==> src/ctr_pkg.sv <==
// Purpose: Shared constants and types for the transmit-port control and stamp read-back bank
// Assumes: Byte-wide register access through a simple internal read/write port
// Notes:   One transmit port copy in this build
package ctr_pkg;
	localparam logic [7:0] CTR_OFF_P1_LO      = 8'h2d;
	localparam logic [7:0] CTR_OFF_P2_HI      = 8'h2e;
	localparam logic [7:0] CTR_OFF_P2_LO      = 8'h2f;
	localparam logic [7:0] CTR_OFF_P3_HI      = 8'h30;
	localparam logic [7:0] CTR_OFF_P3_LO      = 8'h31;
	localparam logic [7:0] CTR_OFF_PORT_SEL   = 8'h32;
	localparam logic [7:0] CTR_OFF_LINK_CTL   = 8'h33;
	localparam logic [7:0] CTR_RST_BYTE       = 8'h00;
	localparam int         CTR_SEL_PORT0_BIT  = 0;
	localparam logic [7:0] CTR_SEL_MASK       = 8'h01;
	localparam int         CTR_CTL_CAL_BIT    = 6;
	localparam int         CTR_CTL_LANE_HI    = 5;
	localparam int         CTR_CTL_LANE_LO    = 4;
	localparam int         CTR_CTL_LP_HI      = 3;
	localparam int         CTR_CTL_LP_LO      = 2;
	localparam int         CTR_CTL_CONT_BIT   = 1;
	localparam int         CTR_CTL_EN_BIT     = 0;
	localparam logic [7:0] CTR_CTL_MASK       = 8'h7f;
	localparam logic [1:0] CTR_LP_NORMAL      = 2'h0;
	localparam logic [1:0] CTR_LP_DATA        = 2'h1;
	localparam logic [1:0] CTR_LP_ALL         = 2'h3;
	localparam logic [2:0] CTR_LANES_MAX      = 3'h4;
	localparam int         CTR_CAL_CYCLES     = 16;

	typedef struct packed {
		logic       wr;
		logic       rd;
		logic [7:0] addr;
		logic [7:0] wdata;
	} ctr_req_t;

	typedef struct packed {
		logic       cal_en;
		logic [2:0] lanes;
		logic       lp_data;
		logic       lp_clock;
		logic       cont_clock;
		logic       out_en;
	} ctr_txcfg_t;
endpackage

==> src/ctr_tx_regs.sv <==
// Purpose: Transmit-port control register, port select and stamp read-back
// Assumes: Stamp inputs and freeze come from same-clock logic; link clock is sampled
// Notes:   Lane states are decoded here from the control flops and driven out combinationally
// Summary of operation
// - Port 2 and port 3 stamps read as a high and a low byte, port 1 as its low byte only, read only.
// - Stamp bytes sit at 0x2d through 0x31 in order.
// - Port 0 register writes land only while select bit 0 is set.
// - One write updates every enabled port copy at once.
// - Port-specific writes go to the copies picked by the select register at 0x32; reads return port 0 whatever the select.
// - Control bit 6 makes the transmitter send the initial skew calibration before any high-speed data.
// - Lane field 5:4 decodes 00 to four lanes, 01 three, 10 two, 11 one.
// - Field 3:2 gives normal, data-only LP00, or data and clock LP00; 10 is reserved.
// - Continuous clock starts only after the first packet has gone out.
// - The output is driven only while control bit 0 is set.
// - Freeze clears the ready flag and holds stamp bytes stable.
`timescale 1ns/1ps
module ctr_tx_regs
	import ctr_pkg::*;
(
	input  wire logic        clock,
	input  wire logic        resetn,
	input  wire ctr_req_t    req,
	output logic [7:0]       rdata,
	input  wire logic [15:0] stamp_p1,
	input  wire logic [15:0] stamp_p2,
	input  wire logic [15:0] stamp_p3,
	input  wire logic        stamp_capture,
	input  wire logic        stamp_freeze,
	output logic             stamps_ready_flag,
	input  wire logic        link_clock,
	input  wire logic        packet_sent,
	output ctr_txcfg_t       txcfg,
	output logic             cal_active,
	output logic             hs_allowed,
	output logic             tx_out_en,
	output logic             continuous_clock_on,
	output logic             forced_low_power_data,
	output logic             forced_low_power_clock
);
	logic [7:0]  sel_ff;
	logic [7:0]  ctl_ff;
	logic [15:0] st1_ff;
	logic [15:0] st2_ff;
	logic [15:0] st3_ff;
	logic        ready_ff;
	logic        sent_ff;
	logic        cal_done_ff;
	logic [4:0]  cal_cnt_ff;
	logic        en_d_ff;
	logic        link_sync;
	logic        link_d_ff;
	logic        link_rise;
	logic [7:0]  nxt_rdata;
	logic        port0_wr;

	ctr_sync2 u_link_sync (
		.clock  (clock),
		.resetn (resetn),
		.din    (link_clock),
		.dout   (link_sync)
	);

	always_ff @(posedge clock or negedge resetn) begin
		if (!resetn) begin
			link_d_ff <= 1'b0;
		end else begin
			link_d_ff <= link_sync;
		end
	end
	assign link_rise = link_sync & ~link_d_ff;

	// Select register: only bit 0 is implemented
	always_ff @(posedge clock or negedge resetn) begin
		if (!resetn) begin
			sel_ff <= CTR_RST_BYTE;
		end else if (req.wr && req.addr == CTR_OFF_PORT_SEL) begin
			sel_ff <= req.wdata & CTR_SEL_MASK;
		end
	end

	// With more copies, each enabled copy would take the same write
	assign port0_wr = req.wr && req.addr == CTR_OFF_LINK_CTL && sel_ff[CTR_SEL_PORT0_BIT];

	always_ff @(posedge clock or negedge resetn) begin
		if (!resetn) begin
			ctl_ff <= CTR_RST_BYTE;
		end else if (port0_wr) begin
			ctl_ff <= req.wdata & CTR_CTL_MASK;
		end
	end

	// Stamps are captured only while not frozen
	always_ff @(posedge clock or negedge resetn) begin
		if (!resetn) begin
			st1_ff <= 16'h0000;
			st2_ff <= 16'h0000;
			st3_ff <= 16'h0000;
		end else if (stamp_capture && !stamp_freeze) begin
			st1_ff <= stamp_p1;
			st2_ff <= stamp_p2;
			st3_ff <= stamp_p3;
		end
	end

	// Freeze wins: a capture in a frozen cycle is dropped with it
	always_ff @(posedge clock or negedge resetn) begin
		if (!resetn) begin
			ready_ff <= 1'b0;
		end else if (stamp_freeze) begin
			ready_ff <= 1'b0;
		end else if (stamp_capture) begin
			ready_ff <= 1'b1;
		end
	end
	assign stamps_ready_flag = ready_ff;

	always_comb begin
		nxt_rdata = CTR_RST_BYTE;
		case (req.addr)
			CTR_OFF_P1_LO:    nxt_rdata = st1_ff[7:0];
			CTR_OFF_P2_HI:    nxt_rdata = st2_ff[15:8];
			CTR_OFF_P2_LO:    nxt_rdata = st2_ff[7:0];
			CTR_OFF_P3_HI:    nxt_rdata = st3_ff[15:8];
			CTR_OFF_P3_LO:    nxt_rdata = st3_ff[7:0];
			CTR_OFF_PORT_SEL: nxt_rdata = sel_ff;
			CTR_OFF_LINK_CTL: nxt_rdata = ctl_ff;
			default:          nxt_rdata = CTR_RST_BYTE;
		endcase
	end

	always_ff @(posedge clock or negedge resetn) begin
		if (!resetn) begin
			rdata <= CTR_RST_BYTE;
		end else if (req.rd) begin
			rdata <= nxt_rdata;
		end
	end

	// Calibration counted on rising link clock edges; restarts on each output enable
	always_ff @(posedge clock or negedge resetn) begin
		if (!resetn) begin
			en_d_ff     <= 1'b0;
			cal_done_ff <= 1'b0;
			cal_cnt_ff  <= 5'h00;
		end else begin
			en_d_ff <= ctl_ff[CTR_CTL_EN_BIT];
			if (!ctl_ff[CTR_CTL_EN_BIT]) begin
				cal_done_ff <= 1'b0;
				cal_cnt_ff  <= 5'h00;
			end else if (!ctl_ff[CTR_CTL_CAL_BIT]) begin
				cal_done_ff <= 1'b1;
			end else if (!cal_done_ff && link_rise) begin
				if (cal_cnt_ff == 5'(CTR_CAL_CYCLES - 1)) begin
					cal_done_ff <= 1'b1;
				end
				cal_cnt_ff <= cal_cnt_ff + 5'h01;
			end
		end
	end
	assign cal_active = ctl_ff[CTR_CTL_EN_BIT] && en_d_ff && ctl_ff[CTR_CTL_CAL_BIT] && !cal_done_ff;
	assign hs_allowed = ctl_ff[CTR_CTL_EN_BIT] && cal_done_ff;

	always_ff @(posedge clock or negedge resetn) begin
		if (!resetn) begin
			sent_ff <= 1'b0;
		end else if (!ctl_ff[CTR_CTL_EN_BIT]) begin
			sent_ff <= 1'b0;
		end else if (packet_sent && hs_allowed) begin
			sent_ff <= 1'b1;
		end
	end

	always_comb begin
		txcfg.cal_en     = ctl_ff[CTR_CTL_CAL_BIT];
		txcfg.lanes      = CTR_LANES_MAX - {1'b0, ctl_ff[CTR_CTL_LANE_HI:CTR_CTL_LANE_LO]};
		txcfg.lp_data    = 1'b0;
		txcfg.lp_clock   = 1'b0;
		case (ctl_ff[CTR_CTL_LP_HI:CTR_CTL_LP_LO])
			CTR_LP_DATA: txcfg.lp_data = 1'b1;
			CTR_LP_ALL: begin
				txcfg.lp_data  = 1'b1;
				txcfg.lp_clock = 1'b1;
			end
			default: txcfg.lp_data = 1'b0; // Normal or reserved code
		endcase
		txcfg.cont_clock = ctl_ff[CTR_CTL_CONT_BIT];
		txcfg.out_en     = ctl_ff[CTR_CTL_EN_BIT];
	end

	assign tx_out_en              = ctl_ff[CTR_CTL_EN_BIT];
	assign continuous_clock_on    = tx_out_en && ctl_ff[CTR_CTL_CONT_BIT] && sent_ff;
	assign forced_low_power_data  = txcfg.lp_data;
	assign forced_low_power_clock = txcfg.lp_clock;

	property p_port0_block;
		@(posedge clock) disable iff (!resetn)
		(req.wr && req.addr == CTR_OFF_LINK_CTL && !sel_ff[0]) |=> $stable(ctl_ff);
	endproperty
	a_port0_block: assert property (p_port0_block) else $error("Control written while port 0 not selected");

	property p_port0_write;
		@(posedge clock) disable iff (!resetn)
		(req.wr && req.addr == CTR_OFF_LINK_CTL && sel_ff[0]) |=> ctl_ff == ($past(req.wdata) & 8'h7f);
	endproperty
	a_port0_write: assert property (p_port0_write) else $error("Selected control write not taken");

	property p_sel_route;
		@(posedge clock) disable iff (!resetn)
		(req.rd && req.addr == CTR_OFF_LINK_CTL) |=> rdata == $past(ctl_ff);
	endproperty
	a_sel_route: assert property (p_sel_route) else $error("Control read-back wrong");

	property p_stamp_read;
		@(posedge clock) disable iff (!resetn)
		(req.rd && req.addr == CTR_OFF_P3_HI) |=> rdata == $past(st3_ff[15:8]);
	endproperty
	a_stamp_read: assert property (p_stamp_read) else $error("Port 3 high byte wrong");

	property p_stamp_addr;
		@(posedge clock) disable iff (!resetn)
		(req.rd && req.addr == CTR_OFF_P2_LO) |=> rdata == $past(st2_ff[7:0]);
	endproperty
	a_stamp_addr: assert property (p_stamp_addr) else $error("Port 2 low byte wrong");

	property p_freeze;
		@(posedge clock) disable iff (!resetn)
		stamp_freeze |=> !stamps_ready_flag && $stable(st1_ff) && $stable(st3_ff);
	endproperty
	a_freeze: assert property (p_freeze) else $error("Freeze did not hold stamps");

	property p_cal_first;
		@(posedge clock) disable iff (!resetn)
		(hs_allowed && ctl_ff[6] && !$past(hs_allowed)) |-> $past(cal_cnt_ff) == 5'(CTR_CAL_CYCLES - 1);
	endproperty
	a_cal_first: assert property (p_cal_first) else $error("High speed allowed before calibration");

	property p_lanes;
		@(posedge clock) disable iff (!resetn)
		txcfg.lanes == 3'(4 - ctl_ff[5:4]);
	endproperty
	a_lanes: assert property (p_lanes) else $error("Lane count decode wrong");

	property p_lp;
		@(posedge clock) disable iff (!resetn)
		forced_low_power_clock |-> forced_low_power_data && ctl_ff[3:2] == 2'h3;
	endproperty
	a_lp: assert property (p_lp) else $error("Clock lane forced without code 11");

	property p_cont;
		@(posedge clock) disable iff (!resetn)
		$rose(continuous_clock_on) |-> sent_ff && $past(packet_sent || sent_ff);
	endproperty
	a_cont: assert property (p_cont) else $error("Continuous clock before first packet");

	property p_out;
		@(posedge clock) disable iff (!resetn)
		$changed(tx_out_en) |-> $past(port0_wr) && tx_out_en == $past(req.wdata[0]);
	endproperty
	a_out: assert property (p_out) else $error("Output enable differs from control bit");

	property p_reserved;
		@(posedge clock) disable iff (!resetn)
		ctl_ff[7] == 1'b0 && sel_ff[7:1] == 7'h00;
	endproperty
	a_reserved: assert property (p_reserved) else $error("Reserved bit set");

	property p_sel_write;
		@(posedge clock) disable iff (!resetn)
		(req.wr && req.addr == CTR_OFF_PORT_SEL) |=> sel_ff == ($past(req.wdata) & CTR_SEL_MASK);
	endproperty
	a_sel_write: assert property (p_sel_write) else $error("Select write not taken");

	property p_stamp_wr;
		@(posedge clock) disable iff (!resetn)
		(req.wr && req.addr == CTR_OFF_P2_HI && !stamp_capture) |=> $stable(st2_ff);
	endproperty
	a_stamp_wr: assert property (p_stamp_wr) else $error("Stamp byte took a write");

	property p_capture;
		@(posedge clock) disable iff (!resetn)
		(stamp_capture && !stamp_freeze) |=> stamps_ready_flag && st2_ff == $past(stamp_p2);
	endproperty
	a_capture: assert property (p_capture) else $error("Stamp pair not captured together");

	property p_lp_normal;
		@(posedge clock) disable iff (!resetn)
		(ctl_ff[3:2] == 2'h0 || ctl_ff[3:2] == 2'h2) |-> !forced_low_power_data && !forced_low_power_clock;
	endproperty
	a_lp_normal: assert property (p_lp_normal) else $error("Lanes forced without a forcing code");

	property p_out_off;
		@(posedge clock) disable iff (!resetn)
		!ctl_ff[0] |-> !hs_allowed && !cal_active && !continuous_clock_on;
	endproperty
	a_out_off: assert property (p_out_off) else $error("Link active while output disabled");

	property p_sent;
		@(posedge clock) disable iff (!resetn)
		$rose(sent_ff) |-> $past(packet_sent) && $past(hs_allowed);
	endproperty
	a_sent: assert property (p_sent) else $error("First packet marked without a packet");

	property p_cal_step;
		@(posedge clock) disable iff (!resetn)
		(link_rise && cal_active) |=> cal_cnt_ff == $past(cal_cnt_ff) + 5'h01;
	endproperty
	a_cal_step: assert property (p_cal_step) else $error("Calibration edge not counted");
endmodule

==> src/ctr_sync2.sv <==
// Purpose: Two-stage synchroniser for an asynchronous level
// Assumes: Input comes from outside the clock domain
// Notes:   First stage is read only by the second
`timescale 1ns/1ps
module ctr_sync2 (
	input  wire logic clock,
	input  wire logic resetn,
	input  wire logic din,
	output logic      dout
);
	logic meta_ff;

	always_ff @(posedge clock or negedge resetn) begin
		if (!resetn) begin
			meta_ff <= 1'b0;
			dout    <= 1'b0;
		end else begin
			meta_ff <= din;
			dout    <= meta_ff;
		end
	end
endmodule

==> config.mk <==
export PLATFORM = sky130hd
export DESIGN_NAME = ctr_tx_regs
export DESIGN_NICKNAME = d
export VERILOG_FILES = /design/src/ctr_pkg.sv /design/src/ctr_tx_regs.sv /design/src/ctr_sync2.sv
export SDC_FILE = /design/constraint.sdc
export NUM_CORES = 1
export LEC_CHECK = 0
export BUFFER_PORTS_ARGS = -buffer_cell sky130_fd_sc_hd__buf_2
export CORE_MARGIN = 8
export CORE_UTILIZATION = 53
export DETAILED_ROUTE_END_ITERATION = 10
export GPL_TIMING_DRIVEN = 0
export PLACE_DENSITY_LB_ADDON = 0.3
export SYNTH_ARGS = -nofsm -noshare
export SYNTH_HDL_FRONTEND = slang
export SYNTH_SLANG_ARGS = --single-unit
==> constraint.sdc <==
create_clock -name clock -period 4.2 [get_ports clock]
set_input_delay 0.84 -clock clock [delete_from_list [all_inputs] [get_ports clock]]
set_output_delay 0.84 -clock clock [all_outputs]
set_load 0.03 [all_outputs]
==> results of run 1 <==
## critical path, delay by kind of cell
| family | cells | cell delay, ns |
|---|---|---|
| buffers and inverters | 2 | 0.28 |
| muxes | 1 | 0.41 |
| and+or+nand+nor | 2 | 1.04 |
## cells by family after synthesis
kind of cell | share of synthesized area
simple gates | 0.0944
buf+inv | 0.0377
compound gates | 0.103
xor+xnor | 0.00833
fa+ha+maj | 0.0119
flops | 0.539
mux | 0.205
## routing by layer
layer | track usage | routed length (microns) | up-vias
li1 | - | - | 1095
met1 | 0.225 | 3350 | 1138
met2 | 0.304 | 3810 | 66
met3 | 0.0609 | 490 | 10
met4 | 0.0752 | 111 | 0
met5 | 0 | 0 | -
## worst min-delay path by stage
stage | end | startpoint
after floorplan | u_link_sync.dout$_DFF_PN0_ | u_link_sync.meta_ff$_DFF_PN0_
after global placement | u_link_sync.dout$_DFF_PN0_ | u_link_sync.meta_ff$_DFF_PN0_
after detailed placement | u_link_sync.dout$_DFF_PN0_ | u_link_sync.meta_ff$_DFF_PN0_
after CTS | u_link_sync.dout$_DFF_PN0_ | u_link_sync.meta_ff$_DFF_PN0_
after global routing | u_link_sync.dout$_DFF_PN0_ | u_link_sync.meta_ff$_DFF_PN0_
final | u_link_sync.dout$_DFF_PN0_ | u_link_sync.meta_ff$_DFF_PN0_
## layout by cell type (no fill, tap or decap), types with 3 or more instances in the layout
cell type | Yosys | final
inv_1 | 3 | 3
clkbuf_8 | 0 | 11
a21oi_1 | 3 | 3
o2bb2ai_1 | 6 | 6
ha_1 | 3 | 3
and3_1 | 3 | 3
a22o_1 | 14 | 14
nor2_1 | 7 | 7
and2_1 | 5 | 5
a22oi_1 | 8 | 8
dfrtp_1 | 68 | 68
nor4_1 | 3 | 3
mux2i_1 | 4 | 4
mux2_2 | 54 | 54
buf_4 | 7 | 8
buf_2 | 2 | 85
nand2_1 | 13 | 13
clkbuf_1 | 10 | 11
nor2b_1 | 6 | 6
## area by class of cell
class,instances,share of cell area
multi-input cells,155,0.345
well taps,75,0.0242
clock inverters,4,0.0123
clock buffers,12,0.0400
inverters,4,0.00387
flip-flops and latches,68,0.439
plain buffers,20,0.0268
repair buffers,84,0.109
## registers in the layout (all words and copies together) (netlist names)
register,count
cal_done_ff,1
u_link_sync.meta_ff,1
rdata,8
st2_ff,16
link_d_ff,1
ctl_ff,7
sel_ff,1
u_link_sync.dout,1
en_d_ff,1
stamps_ready_flag,1
sent_ff,1
cal_cnt_ff,5
st3_ff,16
st1_ff,8
## power breakdown
group	switching [mW]	total, mW	internal (mW)
Combinational	0.0765	0.174	0.0975
Sequential	0.0314	0.746	0.714
Clock	0.242	0.547	0.305
==> impl_metrics.json, run 1 <==
{
  "status": "completed",
  "cp-start-kind": "primary input",
  "die_h_microns": 93.2,
  "clock_latency_ns": 0.34,
  "cts.sinks": 68,
  "worst_setup_path_end_kind": "flop",
  "synthCells": 247,
  "die_w_microns": 93.2,
  "vdd_drop_max_uv": 260,
  "postCtsSetupRepairBufs": 0,
  "drc": 0,
  "antenna_cells": 0,
  "whs_ns": 0.359,
  "port_buffers": 84,
  "clock_path_buffers": 2,
  "period_share": 0.565,
  "endpoint": "ctl_ff[2]$_DFFE_PN0P_",
  "fmax_mhz": 422,
  "avgViaCountPerCell": 5.47,
  "path_max_fanout": 10,
  "finalSetupViolations": 0,
  "cts_max_level": 3,
  "final_util": 0.662,
  "grt_max_degree": 69,
  "fin_tns_setup_ns": 0,
  "gp_congestion": 0.785,
  "worstSetupStartpoint": "req[15]",
  "grt_pass1_wl_microns": 12600,
  "cts_root_buf": "clkbuf_8",
  "rr_endpoint": "ctl_ff[2]$_DFFE_PN0P_",
  "cp_cell_sequence": "buf_2 > or3b_1 > buf_4 > nor4_4 > mux2_2",
  "fin_cells": 422,
  "syn_avg_cell_area_sq_um": 12.8,
  "power_mw": 1.47,
  "dieArea_sq_mm": 0.00868,
  "leakage_nw": 1.86,
  "synth_edf_count": 0,
  "maxCapViolations": 0,
  "finish.instance_area_sq_mm": 0.00387,
  "first_iter_violations": 135,
  "r2r-start": "sel_ff[0]$_DFFE_PN0P_",
  "synth_area_leader_cell": "dfrtp_1",
  "drv_slew": 0,
  "r2r_slack_ns": 2.63,
  "holdCritPathClass": "reg -> reg",
  "dpl.hpwl_microns": 5820,
  "cts_tree": "done",
  "ys_async_sr_fraction": 1.00,
  "synthMostInstantiatedCell": "dfrtp_1",
  "fin_skew_ns": 0.00615,
  "period_minus_slack_ns": 2.37,
  "slowest_delay_ns": 0.63,
  "cts_resized": 0,
  "grt_pass1_vias": 2472,
  "wl_microns": 7760,
  "synth-main-ff-cell": "dfrtp_1",
  "antenna_found_initial": 0,
  "grt-ovfl-total": 0,
  "synth_top_area_share": 0.539,
  "pwr_density_cell_mw_per_mm2": 379,
  "ant_nets": 0,
  "path_clk_slew_ns": 0.07,
  "slew_headroom": 0.433,
  "worst_ep_arrival_time_ns": 2.59,
  "post_drt_wl_per_cell_microns": 18.4,
  "ys_warn_count": 0,
  "cts-buffers-inserted": 9,
  "drtPass1Iterations": 4,
  "dp_worst_setup_slack_ns": 1.49,
  "final-seq-area_sq_mm": 0.00170,
  "fp-row-count": 28,
  "fin_ws_ns": 1.83,
  "vias": 2309,
  "place_area_sq_mm": 0.00367,
  "ctsHoldBuffers": 0,
  "core_area_sq_mm": 0.00585,
  "multi_input_area_sq_mm": 0.00134,
  "nets": 417,
  "synth_nets": 322,
  "r2r_cells": 3,
  "synth-seq-area-share": 0.539,
  "initial_core_util": 0.539,
  "grtUsageTotal": 0.187,
  "crit_type": "in -> reg",
  "io_pins": 95,
  "synth_seq_cells": 68,
  "synth_cell_type_count": 39,
  "synth_area_sq_mm": 0.00316,
  "finalHoldViolCount": 0,
  "placed_cells": 406,
  "cpMaxStageDelayCell": "nor4_4",
  "yosys-top-cells-area": "dfrtp_1, mux2_2, a22o_1, a22oi_1, buf_4",
  "fill_cells": 464,
  "synth.top_cells.by_count": "dfrtp_1, mux2_2, a22o_1",
  "cp_data_required_time_ns": 4.42,
  "tightest_slew_ns": 0.850,
  "hold-path-cell-count": 0,
  "drive_above_1_share": 0.470,
  "rsz0062_at_grt": "no",
  "syn_to_final_growth_pct": 22.8
}
Note: power is estimated with default switching activity, not from simulation.
==> inputs of run 2 (changes only) <==
Settings changed: CORE_UTILIZATION 53 to 51.
Clock period 4.2 ns to 2.46 ns, I/O delays scaled along.
==> run 2 against run 1 <==
Compared with the run above: critical path depth unchanged; clock skew up 0.00070 ns; utilization down 1.4 points; design area down 0.32%; flip-flop and latch count unchanged; count of clock-buffer cells in the layout unchanged; clock power up 65%; highest routed layer unchanged; setup slack worse by 1.4 ns; cell count down 0.47%; first-iteration DRC count down 40%; worst hold slack worse by 0.10 ns.
==> impl_metrics.json, run 2 (same netlist as run 1, synthesis figures left out) <==
{
  "fmax_mhz": 500,
  "period_minus_slack_ns": 2.00,
  "leakage_nw": 1.85,
  "fin_cells": 420,
  "worst_ep_arrival_time_ns": 2.22,
  "pwr_density_cell_mw_per_mm2": 639,
  "cts_root_buf": "clkbuf_8",
  "ant_nets": 0,
  "r2r_cells": 5,
  "rr_endpoint": "cal_cnt_ff[3]$_DFFE_PN0P_",
  "dpl.hpwl_microns": 5550,
  "cp-start-kind": "primary input",
  "cp_cell_sequence": "buf_2 > or3b_1 > buf_4 > nor4_4 > mux2_2",
  "fin_tns_setup_ns": 0,
  "finalSetupViolations": 0,
  "core_area_sq_mm": 0.00596,
  "cpMaxStageDelayCell": "nor4_4",
  "drtPass1Iterations": 5,
  "die_h_microns": 94.7,
  "drv_slew": 0,
  "crit_type": "in -> reg",
  "vdd_drop_max_uv": 309,
  "grt_pass1_wl_microns": 12100,
  "port_buffers": 84,
  "worst_setup_path_end_kind": "flop",
  "fill_cells": 493,
  "cts-buffers-inserted": 9,
  "placed_cells": 406,
  "grtUsageTotal": 0.175,
  "slowest_delay_ns": 0.61,
  "cts_tree": "done",
  "gp_congestion": 0.792,
  "rsz0062_at_grt": "no",
  "maxCapViolations": 0,
  "finalHoldViolCount": 0,
  "path_delay_family": "simple AND/OR/NAND/NOR gates",
  "multi_input_area_sq_mm": 0.00134,
  "mostFrequentLayoutCells": "buf_2, dfrtp_1, mux2_2, a22o_1, nand2_1",
  "path_max_fanout": 10,
  "path_clk_slew_ns": 0.06,
  "vias": 2332,
  "holdCritPathClass": "in -> async",
  "clock_path_buffers": 2,
  "status": "completed",
  "slew_headroom": 0.434,
  "whs_ns": 0.258,
  "first_iter_violations": 81,
  "tightest_slew_ns": 0.850,
  "avgViaCountPerCell": 5.55,
  "fp-row-count": 28,
  "wl_microns": 7300,
  "cts_resized": 0,
  "final-seq-area_sq_mm": 0.00170,
  "dp_worst_setup_slack_ns": 0.109,
  "critPathBufInv": 2,
  "cts.sinks": 68,
  "r2r-start": "cal_done_ff$_DFFE_PN0P_",
  "io_pins": 95,
  "drive_above_1_share": 0.467,
  "fin_ws_ns": 0.461,
  "antenna_found_initial": 0,
  "layout_commonest_cell": "buf_2",
  "grt_pass1_vias": 2442,
  "r2r_slack_ns": 0.92,
  "period_share": 0.813,
  "cp_data_required_time_ns": 2.68,
  "antenna_cells": 0,
  "ctsHoldBuffers": 0,
  "largestRegisters": "st2_ff x16, st3_ff x16",
  "grt-ovfl-total": 0,
  "drc": 0,
  "fin_skew_ns": 0.00685,
  "die_w_microns": 94.7,
  "nets": 417,
  "cts_max_level": 3,
  "clock_latency_ns": 0.34,
  "postCtsSetupRepairBufs": 0,
  "post_drt_wl_per_cell_microns": 17.4,
  "grt_max_degree": 69,
  "initial_core_util": 0.530,
  "dieArea_sq_mm": 0.00896,
  "syn_to_final_growth_pct": 22.4
}
run 2: cell count changes in the layout (fill, tap and decap cells not counted), sizes merged:
cell / delta
clkinvlp: -1
clkinv: -1
run 2: through the flow:
stage               utilization  total power, mW  instance area, sq um
detailed placement        0.617             1.59                  3670
floorplan                     -             1.46                  3160
global placement          0.616             1.58                  3670
finish                    0.649             2.47                  3860
CTS                       0.649             2.49                  3860
global route              0.649             2.57                  3860
run 2: worst max path at each step:
stage | to | startpoint | slack, ns | cells past startpoint
floorplan | ctl_ff[0]$_DFFE_PN0P_ | req[15] | 0.47 | 4
global placement | ctl_ff[3]$_DFFE_PN0P_ | req[15] | 0.17 | 5
detailed placement | ctl_ff[3]$_DFFE_PN0P_ | req[15] | 0.11 | 5
finish | ctl_ff[3]$_DFFE_PN0P_ | req[15] | 0.46 | 5
global route | ctl_ff[3]$_DFFE_PN0P_ | req[15] | 0.38 | 5
CTS | ctl_ff[3]$_DFFE_PN0P_ | req[15] | 0.46 | 5
run 2: per-layer routing:
metal	GRT usage	up-vias	wire (microns)
met2	0.272	81	3420
met1	0.224	1150	3150
met3	0.0500	15	604
li1	-	1086	-
met4	0.0728	0	130
met5	0	-	0
run 2: layout make-up:
cell class                      count  area share
Sequential cell                    68       0.441
Tap cell                           75      0.0243
Inverter                            4     0.00389
Clock buffer                       12      0.0402
Clock inverter                      2     0.00907
Multi-Input combinational cell    155       0.346
Buffer                             20      0.0269
Timing Repair Buffer               84       0.109
run 2: power by group:
group	switching [mW]	leakage [nW]	total, mW	internal [mW]
registers	0.0504	0.842	1.27	1.22
logic	0.129	0.912	0.296	0.166
clock network	0.391	0.0983	0.902	0.511
total	0.571	1.85	2.47	1.90
